[config.mk]
export PLATFORM = sky130hd
export DESIGN_NAME = vms_target_slew
export DESIGN_NICKNAME = d
export VERILOG_FILES = /design/src/vms_target_slew.v
export VERILOG_INCLUDE_DIRS = /design/src
export SDC_FILE = /design/constraint.sdc
export NUM_CORES = 1
export LEC_CHECK = 0
export BUFFER_PORTS_ARGS = -buffer_cell sky130_fd_sc_hd__buf_2
export CORE_MARGIN = 2
export CORE_UTILIZATION = 25
export CTS_BUF_LIST = sky130_fd_sc_hd__clkbuf_4 sky130_fd_sc_hd__clkbuf_8 sky130_fd_sc_hd__clkbuf_16
export DETAILED_ROUTE_END_ITERATION = 10
export GPL_ROUTABILITY_DRIVEN = 0
export PLACE_DENSITY = 0.44
export SETUP_SLACK_MARGIN = 0.4
export SYNTH_ARGS = -nofsm -noshare
export SYNTH_HDL_FRONTEND = slang
export SYNTH_SLANG_ARGS = --single-unit
export TNS_END_PERCENT = 1
[constraint.sdc]
create_clock -name core_clk -period 3.3 [get_ports core_clk]
set_input_delay 0.495 -clock core_clk [delete_from_list [all_inputs] [get_ports core_clk]]
set_output_delay 0.495 -clock core_clk [all_outputs]
set_load 0.02 [all_outputs]
[src/vms_consts.vh]
`ifndef VMS_CONSTS_VH
`define VMS_CONSTS_VH
`define VMS_CODE_W 6
`define VMS_LVL_GND 2'h0
`define VMS_LVL_REF 2'h1
`define VMS_LVL_OPEN 2'h2
`define VMS_LVL_VCC 2'h3
`define VMS_BLANK_CYC 5'h18
`define VMS_FALL_EXTRA 2'h2
`define VMS_SOFT_DIV 2'h3
`define VMS_SLEW_DIV_DEF 16'h0032
`endif

[src/vms_target_slew.v]
`include "vms_consts.vh"
// codes are DAC counts: larger code means higher output voltage.
// the vid table and offset are mapped by the converter side.
module vms_target_slew #(
  parameter SLEW_DIV = `VMS_SLEW_DIV_DEF
) (
  core_clk,
  rst_n,
  run_control_n,
  susp_level,
  pulse_omit_level,
  offset_band_active,
  vid_code_bits,
  standby_code_lo,
  standby_code_hi,
  vid_target_code,
  susp_upper_code,
  susp_lower_code,
  undervoltage_trip,
  overvoltage_trip,
  thermal_trip,
  dac_code,
  offset_enable,
  skip_enable,
  upper_good_blank,
  output_good_flag,
  uv_check_enable,
  switching_enable,
  low_gate_drive,
  high_gate_drive,
  fault_latched,
  transition_busy
);
  input wire core_clk;
  input wire rst_n;
  input wire run_control_n;
  input wire [1:0] susp_level;
  input wire [1:0] pulse_omit_level;
  input wire offset_band_active;
  input wire [5:0] vid_code_bits;
  input wire [1:0] standby_code_lo;
  input wire [1:0] standby_code_hi;
  input wire [5:0] vid_target_code;
  input wire [5:0] susp_upper_code;
  input wire [5:0] susp_lower_code;
  input wire undervoltage_trip;
  input wire overvoltage_trip;
  input wire thermal_trip;
  output reg [5:0] dac_code;
  output reg offset_enable;
  output reg skip_enable;
  output reg upper_good_blank;
  output reg output_good_flag;
  output reg uv_check_enable;
  output reg switching_enable;
  output reg [1:0] low_gate_drive;
  output reg [1:0] high_gate_drive;
  output reg fault_latched;
  output wire transition_busy;

  localparam ST_OFF = 2'h0;
  localparam ST_RAMP = 2'h1;
  localparam ST_RUN = 2'h2;
  localparam ST_DOWN = 2'h3;

  // pins from outside: two flip-flops before use
  reg run_s1_reg, run_s2_reg;
  reg [1:0] sus_s1_reg, sus_s2_reg, omit_s1_reg, omit_s2_reg;
  reg ofs_s1_reg, ofs_s2_reg;
  reg [5:0] vid_s1_reg, vid_s2_reg;
  reg [1:0] slo_s1_reg, slo_s2_reg, shi_s1_reg, shi_s2_reg;
  reg uv_s1_reg, uv_s2_reg, ov_s1_reg, ov_s2_reg, th_s1_reg, th_s2_reg;

  reg [15:0] div_cnt_reg;
  reg slew_tick;
  reg [1:0] quarter_reg;
  reg [1:0] state_reg;
  reg [1:0] fall_wait_reg;
  reg [4:0] blank_cnt_reg;
  reg blank_reg;
  reg susp_active_reg;
  reg [5:0] vid_smp_reg;
  reg [1:0] slo_smp_reg, shi_smp_reg;
  reg [5:0] target;
  reg susp_now;
  wire step_tick;

  always @(posedge core_clk) begin
    if (!rst_n) begin
      run_s1_reg <= 1'b0;
      run_s2_reg <= 1'b0;
      sus_s1_reg <= 2'h0;
      sus_s2_reg <= 2'h0;
      omit_s1_reg <= 2'h0;
      omit_s2_reg <= 2'h0;
      ofs_s1_reg <= 1'b0;
      ofs_s2_reg <= 1'b0;
      vid_s1_reg <= 6'h00;
      vid_s2_reg <= 6'h00;
      slo_s1_reg <= 2'h0;
      slo_s2_reg <= 2'h0;
      shi_s1_reg <= 2'h0;
      shi_s2_reg <= 2'h0;
      uv_s1_reg <= 1'b0;
      uv_s2_reg <= 1'b0;
      ov_s1_reg <= 1'b0;
      ov_s2_reg <= 1'b0;
      th_s1_reg <= 1'b0;
      th_s2_reg <= 1'b0;
    end else begin
      run_s1_reg <= run_control_n;
      run_s2_reg <= run_s1_reg;
      sus_s1_reg <= susp_level;
      sus_s2_reg <= sus_s1_reg;
      omit_s1_reg <= pulse_omit_level;
      omit_s2_reg <= omit_s1_reg;
      ofs_s1_reg <= offset_band_active;
      ofs_s2_reg <= ofs_s1_reg;
      vid_s1_reg <= vid_code_bits;
      vid_s2_reg <= vid_s1_reg;
      slo_s1_reg <= standby_code_lo;
      slo_s2_reg <= slo_s1_reg;
      shi_s1_reg <= standby_code_hi;
      shi_s2_reg <= shi_s1_reg;
      uv_s1_reg <= undervoltage_trip;
      uv_s2_reg <= uv_s1_reg;
      ov_s1_reg <= overvoltage_trip;
      ov_s2_reg <= ov_s1_reg;
      th_s1_reg <= thermal_trip;
      th_s2_reg <= th_s1_reg;
    end
  end

  // run_control_n high means running
  wire running = run_s2_reg;

  // target mux: suspend code wins over vid in all modes
  // the converter-side tables share this clock, so they skip the sync
  always @* begin
    susp_now = (sus_s2_reg != `VMS_LVL_GND);
    if (sus_s2_reg == `VMS_LVL_REF)
      target = susp_upper_code;
    else if (susp_now)
      target = susp_lower_code;
    else
      target = vid_target_code;
  end

  // a new selection at the pins since the last step tick
  wire retarget = (vid_smp_reg != vid_s2_reg) ||
    (slo_smp_reg != slo_s2_reg) || (shi_smp_reg != shi_s2_reg) ||
    (susp_active_reg != susp_now);

  // ground and ref on the omit pin both select light-load skipping
  function omit_low;
    input [1:0] lvl;
    begin
      omit_low = (lvl == `VMS_LVL_GND) || (lvl == `VMS_LVL_REF);
    end
  endfunction

  // one code count toward ground, for falling moves and soft stop
  function [5:0] code_dec;
    input [5:0] code;
    begin
      code_dec = code - 6'h01;
    end
  endfunction

  // slew clock: one tick per SLEW_DIV core cycles
  always @(posedge core_clk) begin
    if (!rst_n) begin
      div_cnt_reg <= 16'h0000;
      slew_tick <= 1'b0;
    end else if (div_cnt_reg >= SLEW_DIV - 16'h0001) begin
      div_cnt_reg <= 16'h0000;
      slew_tick <= 1'b1;
    end else begin
      div_cnt_reg <= div_cnt_reg + 16'h0001;
      slew_tick <= 1'b0;
    end
  end

  // free-running phase: the first soft step lands within four ticks
  always @(posedge core_clk) begin
    if (!rst_n)
      quarter_reg <= 2'h0;
    else if (slew_tick)
      quarter_reg <= quarter_reg + 2'h1;
  end

  // soft start and soft stop use every fourth slew tick
  assign step_tick = slew_tick &&
    (((state_reg == ST_RAMP) || (state_reg == ST_DOWN)) ?
     (quarter_reg == `VMS_SOFT_DIV) : 1'b1);

  assign transition_busy = (dac_code != target) || (blank_cnt_reg != 5'h00);

  always @(posedge core_clk) begin
    if (!rst_n) begin
      state_reg <= ST_OFF;
      dac_code <= 6'h00;
      fault_latched <= 1'b0;
      fall_wait_reg <= 2'h0;
      blank_cnt_reg <= 5'h00;
      blank_reg <= 1'b1;
      susp_active_reg <= 1'b0;
      vid_smp_reg <= 6'h00;
      slo_smp_reg <= 2'h0;
      shi_smp_reg <= 2'h0;
    end else begin
      // fault latch cleared only by toggling run
      // set needs run high and clear needs run low, so they never meet
      if (!running)
        fault_latched <= 1'b0;
      else if (ov_s2_reg || th_s2_reg ||
               (uv_s2_reg && !blank_reg && state_reg == ST_RUN))
        fault_latched <= 1'b1;
      // sample at step rate so a soft ramp cannot skip a change
      if (step_tick) begin
        vid_smp_reg <= vid_s2_reg;
        slo_smp_reg <= slo_s2_reg;
        shi_smp_reg <= shi_s2_reg;
        susp_active_reg <= susp_now;
      end
      case (state_reg)
        ST_OFF: begin
          blank_reg <= 1'b1;
          if (running && !fault_latched) begin
            state_reg <= ST_RAMP;
            blank_cnt_reg <= `VMS_BLANK_CYC;
          end
        end
        ST_RAMP, ST_RUN: begin
          if (!running || fault_latched) begin
            state_reg <= ST_DOWN;
            blank_reg <= 1'b1;
          end else if (step_tick) begin
            if (dac_code < target) begin
              dac_code <= dac_code + 6'h01;
              fall_wait_reg <= 2'h0;
              blank_reg <= 1'b1;
              blank_cnt_reg <= `VMS_BLANK_CYC;
            end else if (dac_code > target) begin
              blank_reg <= 1'b1;
              blank_cnt_reg <= `VMS_BLANK_CYC;
              if (fall_wait_reg < `VMS_FALL_EXTRA)
                fall_wait_reg <= fall_wait_reg + 2'h1;
              else
                dac_code <= code_dec(dac_code);
            end else begin
              fall_wait_reg <= 2'h0;
              state_reg <= ST_RUN;
              // a fresh selection at rest restarts the full blanking window
              if (retarget) begin
                blank_reg <= 1'b1;
                blank_cnt_reg <= `VMS_BLANK_CYC;
              end else if (blank_cnt_reg != 5'h00) begin
                blank_cnt_reg <= blank_cnt_reg - 5'h01;
                if (blank_cnt_reg == 5'h01)
                  blank_reg <= 1'b0;
              end else begin
                blank_reg <= 1'b0;
              end
            end
          end
        end
        ST_DOWN: begin
          blank_reg <= 1'b1;
          if (step_tick) begin
            if (dac_code != 6'h00)
              dac_code <= code_dec(dac_code);
            else
              state_reg <= ST_OFF;
          end
        end
        default: state_reg <= ST_OFF;
      endcase
    end
  end

  // mode and gate outputs registered
  always @(posedge core_clk) begin
    if (!rst_n) begin
      offset_enable <= 1'b0;
      skip_enable <= 1'b0;
      upper_good_blank <= 1'b0;
      output_good_flag <= 1'b0;
      uv_check_enable <= 1'b0;
      switching_enable <= 1'b0;
      low_gate_drive <= 2'h3;
      high_gate_drive <= 2'h0;
    end else begin
      offset_enable <= running && !susp_now && ofs_s2_reg;
      skip_enable <= omit_low(omit_s2_reg);
      upper_good_blank <= omit_low(omit_s2_reg);
      output_good_flag <= (state_reg == ST_RUN) && !blank_reg &&
                          !fault_latched;
      uv_check_enable <= (state_reg == ST_RUN) && !blank_reg;
      // stay switching through soft stop until code reaches zero
      switching_enable <= (state_reg != ST_OFF);
      low_gate_drive <= (state_reg == ST_OFF) ? 2'h3 : 2'h0;
      high_gate_drive <= 2'h0;
    end
  end
endmodule // vms_target_slew

==> results of run 1 <==
## kinds of logic (layout without fill, tap and decap cells)
family                   after synthesis  count (layout)  synth area share [%]
flip-flops                            89              89                 48.44
other                                  1              12                0.1019
AND/OR/NAND/NOR                      159             159                 22.59
multiplexers                          10              10                 2.721
adder cells (fa/ha/maj)               20              20                 6.803
XOR/XNOR                              19              19                 4.524
buffers and inverters                 30              83                 3.707
AO/OA/AOI/OAI                         62              62                 11.12
## synthesized netlist by cell type (2+ instances only)
library cell and n:
nand2b_1 3, a22oi_1 3, nor2_1 30, nand4_1 3, and4b_1 2, nand3b_1 2
nor3_1 9, mux2i_1 10, xor2_1 3, nand3_1 10, or3_1 2, a31oi_1 3
a221oi_1 2, ha_1 20, clkbuf_1 10, a21oi_1 23, o31ai_1 2, o21ai_0 9
nor4_1 3, and2_1 40, o31a_1 2, o21a_1 3, and3_1 5, buf_4 6
inv_1 12, nand2_1 40, xnor2_1 16, nor2b_1 3, dfxtp_1 89
## cell usage in the layout (no fill, tap or decap), types with 5 or more instances in the layout
master / netlist / routed
dfxtp_1: 89 / 88
inv_1: 12 / 12
nor2_1: 30 / 30
a21oi_1: 23 / 23
clkbuf_16: 0 / 9
nand3_1: 10 / 10
buf_2: 1 / 53
conb_1: 1 / 12
ha_1: 20 / 20
nand2_1: 40 / 40
xnor2_1: 16 / 16
mux2i_1: 10 / 10
and2_1: 40 / 40
and3_1: 5 / 5
o21ai_0: 9 / 9
nor3_1: 9 / 9
## worst paths after layout
kind	slack [ns]	endpoint	startpoint	cells after the start
max	0.66	dac_code[3]	sus_s2_reg[0]	10
min	0.36	vid_s1_reg[1]	vid_code_bits[1]	2
max reg2reg	0.66	dac_code[3]	sus_s2_reg[0]	10
min reg2reg	0.38	upper_good_blank	omit_s2_reg[1]	1
## per-layer routing
metal	vias up	wire length, um	track usage [%]
met2	67	3378	15.54
met5	-	0	0
met4	0	112	4.444
li1	1421	-	-
met3	10	347	2.610
met1	1295	3511	12.34
## layout make-up
type                            count  area share [%]
Clock inverter                      5          0.8479
Sequential cell                    89           40.28
Inverter                           13           1.102
Multi-Input combinational cell    282           40.70
Clock buffer                       11           5.709
Timing Repair Buffer               54           6.162
Tap cell                          184           5.201
## power groups by stage
stage          Clock (mW)  Combinational [mW]  Sequential (mW)
3_3_place_gp            0               0.424             1.21
5_1_grt              1.07               0.471             1.19
4_1_cts              1.02               0.426             1.18
3_5_place_dp            0               0.425             1.21
6_report            0.977               0.426             1.18
2_1_floorplan           0               0.314             1.21
## stage by stage
| stage | util, % | instance area [um^2] | hold slack [ns] |
|---|---|---|---|
| 2_1_floorplan | - | 3720 | 0.3627 |
| 3_3_place_gp | 28.56 | 4135 | 0.3786 |
| 3_5_place_dp | 28.56 | 4135 | 0.3767 |
| 4_1_cts | 30.57 | 4425 | 0.3465 |
| 5_1_grt | 30.57 | 4427 | 0.3505 |
| 6_report | 30.57 | 4427 | 0.3599 |
==> impl_metrics.sql, run 1 <==
INSERT INTO impl_metrics (metric_group, metric, value, unit) VALUES
('timing', 'fin_crit_sh', '80.01', '%'),
('synth', 'ys_top_cells_by_area', 'dfxtp_1, and2_1, ha_1', ''),
('layout', 'n_antenna_cell', '0', ''),
('global_routing', 'maximum_number_of_pins_on_one_net_before_global_route_repair', '49', ''),
('timing', 'tns', '0', 'ns'),
('clock_tree', 'post_cts_resized', '0', ''),
('floorplan', 'ios', '57', ''),
('synth', 'synth-edff-count', '0', ''),
('layout', 'layout_cells_excl_fill', '638', ''),
('setup_path', 'worstPathBufferInverterCount', '0', ''),
('timing', 'skew', '0.007264', 'ns'),
('setup_path', 'critical_path_required', '3.55', 'ns'),
('layout', 'largest_register_ffs', '16', ''),
('floorplan', 'fp-row-count', '44', ''),
('clock_tree', 'cts_hold_buffers', '0', ''),
('clock_tree', 'cts_inserted_buffers', '9', ''),
('run_status', 'outcome', 'finished, final reports clean', ''),
('synth', 'synth-seq-area-share', '48.44', '%'),
('clock_tree', 'number_of_clock_sinks', '89', ''),
('layout', 'fillerInstances', '1552', ''),
('timing', 'max_freq', '378.7', 'MHz'),
('setup_path', 'critPathKind', 'reg -> reg', ''),
('drt', 'drt-pass1-iter-count', '4', ''),
('layout', 'area.growth.synth_to_final', '20.34', '%'),
('drt', 'detail_route.drc_violations', '0', ''),
('timing', 'timing.max_slew.rel_slack', '46.38', '%'),
('pwr', 'intPower', '1.863', 'mW'),
('synth', 'syn_area', '0.003679', 'mm^2'),
('layout', 'post_route_cells_drive_above_1_share', '17.84', '%'),
('setup_path', 'path_common_cell', 'a21oi_1', ''),
('synth', 'dominantRegCellSynth', 'dfxtp_1', ''),
('synth', 'synth_cell_type_count', '54', ''),
('pwr', 'power.switching_fraction', '27.98', '%'),
('clock_tree', 'htree_levels', '3', ''),
('timing', 'tightestPinTransition', '0.7993', 'ns'),
('global_routing', 'global_route.usage.total', '9.747', '%'),
('placement', 'place_ws', '0.5176', 'ns'),
('run', 'cap_viol_max_count', '0', ''),
('synth', 'post_synthesis_average_cell_area', '9.432', 'um^2'),
('clock_tree', 'post_cts.repair.setup_buffers', '0', ''),
('setup_path', 'critPathCaptureType', 'register', ''),
('drt', 'vias_per_cell', '4.378', ''),
('clock_tree', 'clkSlewWorstSetupHoldPaths', '0.06', 'ns'),
('timing', 'timing.final.hold_violations', '0', ''),
('synth', 'netlist.area_leader.share', '48.44', '%'),
('timing', 'final_max_slew_viol_count', '0', ''),
('global_routing', 'grt_first_pass_wirelength', '12.52', 'mm'),
('drt', 'drt_iter0_markers', '111', ''),
('clock_tree', 'cts_buffer_depth', '2', ''),
('drt', 'antenna_left', '0', ''),
('setup_path', 'top_cell_family_by_delay_on_the_critical_path', 'compound AO/OA/AOI/OAI gates', ''),
('placement', 'place_hpwl', '5.309', 'mm'),
('pwr', 'net_switching_power', '0.7236', 'mW'),
('setup_path', 'worst_ep_arrival_time', '2.89', 'ns'),
('clock_tree', 'clock_latency', '0.34', 'ns'),
('floorplan', 'floorplan.die.width', '125.3', 'um'),
('placement', 'placed_cells_incl_taps', '622', ''),
('layout', 'area_taken_by_multi_input_logic_gates', '0.001802', 'mm^2'),
('clock_tree', 'tritoncts_clock_tree', 'built', ''),
('pwr', 'clock_power_share', '37.8', '%'),
('synth', 'synth_async_sr_flop_share', '0', '%'),
('floorplan', 'fp.dieArea', '0.01570', 'mm^2'),
('timing', 'min_period', '2.640', 'ns'),
('floorplan', 'die_height', '125.3', 'um'),
('global_routing', 'grt_antenna_before_repair', '0', ''),
('drt', 'routed-via-count', '2793', ''),
('synth', 'synth_warnings', '0', ''),
('floorplan', 'design.core.area', '0.01448', 'mm^2'),
('pwr', 'post-layout-total-power', '2.586', 'mW'),
('layout', 'layout.nets', '508', ''),
('clock_tree', 'ctsRootBufferMaster', 'clkbuf_16', '');
(Power assumes the default switching activity.)
==> run 2, diff against run 1 <==
Clock period 3.3 ns to 2.5 ns, I/O delays scaled along.
==> run 2 against run 1 <==
Combinational power up 47%. Flip-flop and latch count unchanged. Critical path depth rose by 1. Cell area rose by 5.1%. Largest power group unchanged. Highest routed layer unchanged.
==> impl_metrics.sql, run 2 (synthesis results as in run 1) <==
INSERT INTO impl_metrics (metric_group, metric, value, unit) VALUES
('run_status', 'outcome', 'finished, final reports clean', ''),
('pwr', 'p_per_area', '749.7', 'mW/mm^2'),
('layout', 'layout.nets', '528', ''),
('floorplan', 'floorplan.die.width', '125.3', 'um'),
('drt', 'antenna_left', '0', ''),
('timing', 'timing.max_slew.rel_slack', '63.64', '%'),
('layout', 'n_antenna_cell', '0', ''),
('layout', 'mostFrequentLayoutCells', 'dfxtp_1, buf_2, and2_1', ''),
('setup_path', 'top_cell_family_by_delay_on_the_critical_path', 'simple AND/OR/NAND/NOR gates', ''),
('pwr', 'total_leakage_power', '1.951', 'nW'),
('timing', 'max_freq', '412.0', 'MHz'),
('run', 'cap_viol_max_count', '0', ''),
('placement', 'place.port_buffers', '53', ''),
('drt', 'vias_per_cell', '4.292', ''),
('layout', 'final_cell_area', '0.004653', 'mm^2'),
('floorplan', 'ios', '57', ''),
('timing', 'final_max_slew_viol_count', '0', ''),
('timing', 'grt_setup_unrepaired', 'yes', ''),
('global_routing', 'grt-ovfl-total', '0', ''),
('pwr', 'post-layout-total-power', '3.488', 'mW'),
('timing', 'setup_slack', '0.07296', 'ns'),
('setup_path', 'path_common_cell', 'mux2i_1', ''),
('floorplan', 'die_height', '125.3', 'um'),
('drt', 'detail_route.drc_violations', '0', ''),
('setup_path', 'slowest_delay', '0.50', 'ns'),
('global_routing', 'grt_pass1_vias', '2785', ''),
('timing', 'tightestPinTransition', '0.5420', 'ns'),
('placement', 'placement.cell_area', '0.004277', 'mm^2'),
('timing', 'skew', '0.009075', 'ns'),
('floorplan', 'fp.dieArea', '0.01570', 'mm^2'),
('timing', 'final-setup-viol-count', '0', ''),
('setup_path', 'critPathKind', 'reg -> reg', ''),
('timing', 'min_period', '2.427', 'ns'),
('setup_path', 'crit_path_top_delay_cell', 'or4b_1', ''),
('clock_tree', 'ctsRootBufferMaster', 'clkbuf_16', ''),
('setup_path', 'worst_ep_arrival_time', '2.70', 'ns'),
('setup_path', 'critPathCaptureType', 'register', ''),
('timing', 'fin_hold_ws', '0.2321', 'ns'),
('clock_tree', 'tritoncts_clock_tree', 'built', ''),
('floorplan', 'design.core.area', '0.01448', 'mm^2'),
('layout', 'largest_register_ffs', '16', ''),
('setup_path', 'worstPathBufferInverterCount', '1', ''),
('clock_tree', 'cts_inserted_buffers', '9', ''),
('setup_path', 'critical_path_required', '2.78', 'ns'),
('setup_path', 'cp_cell_sequence', 'buf_4, mux2i_1, nor2_1, a21oi_1, ha_1, nand4_2, o21ba_4, nor3_4, or4b_1, a21oi_2, mux2i_1', ''),
('placement', 'place_hpwl', '5.561', 'mm'),
('global_routing', 'global_route.usage.total', '10.26', '%'),
('timing', 'fin_crit_sh', '97.08', '%'),
('clock_tree', 'clock_latency', '0.34', 'ns'),
('drt', 'drt_wl_total', '7.684', 'mm'),
('layout', 'area.growth.synth_to_final', '26.50', '%'),
('drt', 'drt_iter0_markers', '87', ''),
('global_routing', 'grt_antenna_before_repair', '0', ''),
('setup_path', 'start_kind', 'register', ''),
('clock_tree', 'htree_levels', '3', ''),
('placement', 'placed_cells_incl_taps', '640', ''),
('setup_path', 'worst_path_fanout_max', '5', ''),
('clock_tree', 'number_of_clock_sinks', '89', ''),
('drt', 'avgRoutedWirePerCell', '11.68', 'um'),
('global_routing', 'maximum_number_of_pins_on_one_net_before_global_route_repair', '49', ''),
('layout', 'layout_cells_excl_fill', '658', ''),
('worst_hold_path', 'hold_path_class', 'in -> reg', ''),
('clock_tree', 'clkSlewWorstSetupHoldPaths', '0.07', 'ns'),
('drt', 'drt-pass1-iter-count', '4', ''),
('floorplan', 'floorplan.initialDensity', '25.41', '%'),
('drt', 'routed-via-count', '2824', ''),
('timing', 'timing.final.hold_violations', '0', ''),
('global_routing', 'grt_first_pass_wirelength', '12.94', 'mm'),
('layout', 'mostFrequentLayoutCell', 'dfxtp_1', ''),
('clock_tree', 'cts_buffer_depth', '2', ''),
('layout', 'post_route_cells_drive_above_1_share', '23.42', '%'),
('floorplan', 'fp-row-count', '44', ''),
('pwr', 'vdd_drop_max', '359.3', 'uV'),
('placement', 'place_ws', '-0.06602', 'ns');
## run 2: area by class of cell
class,instances,area (um^2)
Fill cell,1513,9826
Multi-Input combinational cell,282,1861
Sequential cell,89,1787
Timing Repair Buffer,74,436.7
Clock buffer,10,239.0
Tap cell,184,230.2
Clock inverter,6,51.30
Inverter,13,48.80
## run 2: final timing paths
check                      startpoint                to  slack (ns)  cells after the start
hold reg to reg        omit_s2_reg[1]  upper_good_blank        0.39                      1
setup reg to reg        sus_s2_reg[0]       dac_code[5]        0.07                     11
hold / removal    pulse_omit_level[1]    omit_s1_reg[1]        0.23                      2
setup / recovery        sus_s2_reg[0]       dac_code[5]        0.07                     11
## run 2: metal layers
metal / track usage (%) / vias up / wire, um / share of wire [%]
met5: 0 / - / 0 / 0
met4: 5.294 / 0 / 105 / 1.4
met3: 2.225 / 7 / 294 / 3.8
met2: 16.98 / 56 / 3602 / 47
met1: 12.57 / 1299 / 3682 / 48
li1: - / 1462 / - / -
## run 2: worst register-to-register path, stage by stage (launching register included)
cell	delay (ns)
dfxtp_4	0.36
buf_4	0.13
mux2i_1	0.10
nor2_1	0.08
a21oi_1	0.05
ha_1	0.36
nand4_2	0.12
o21ba_4	0.27
nor3_4	0.06
or4b_1	0.50
a21oi_2	0.16
mux2i_1	0.18
## run 2: through the flow
stage          TNS (ns)  util [%]
6_report              0     32.14
5_1_grt        -0.09003     32.14
4_1_cts               0     31.96
3_3_place_gp   -0.08539     29.54
2_1_floorplan         0         -
3_5_place_dp    -0.2811     29.54
## run 2: timing repair
action / CTS / global route
resized for setup: 14 / 8
hold buffers: 0 / 0
setup endpoints to repair: 17 / 17
pin swaps: 5 / 10
buffers inserted: 2 / 0
## run 2: power by group
group	total [mW]	leakage, nW	internal [mW]	switching [mW]
Combinational	0.628	1.09	0.267	0.361
Sequential	1.56	0.733	1.51	0.0541
Clock	1.30	0.133	0.713	0.588
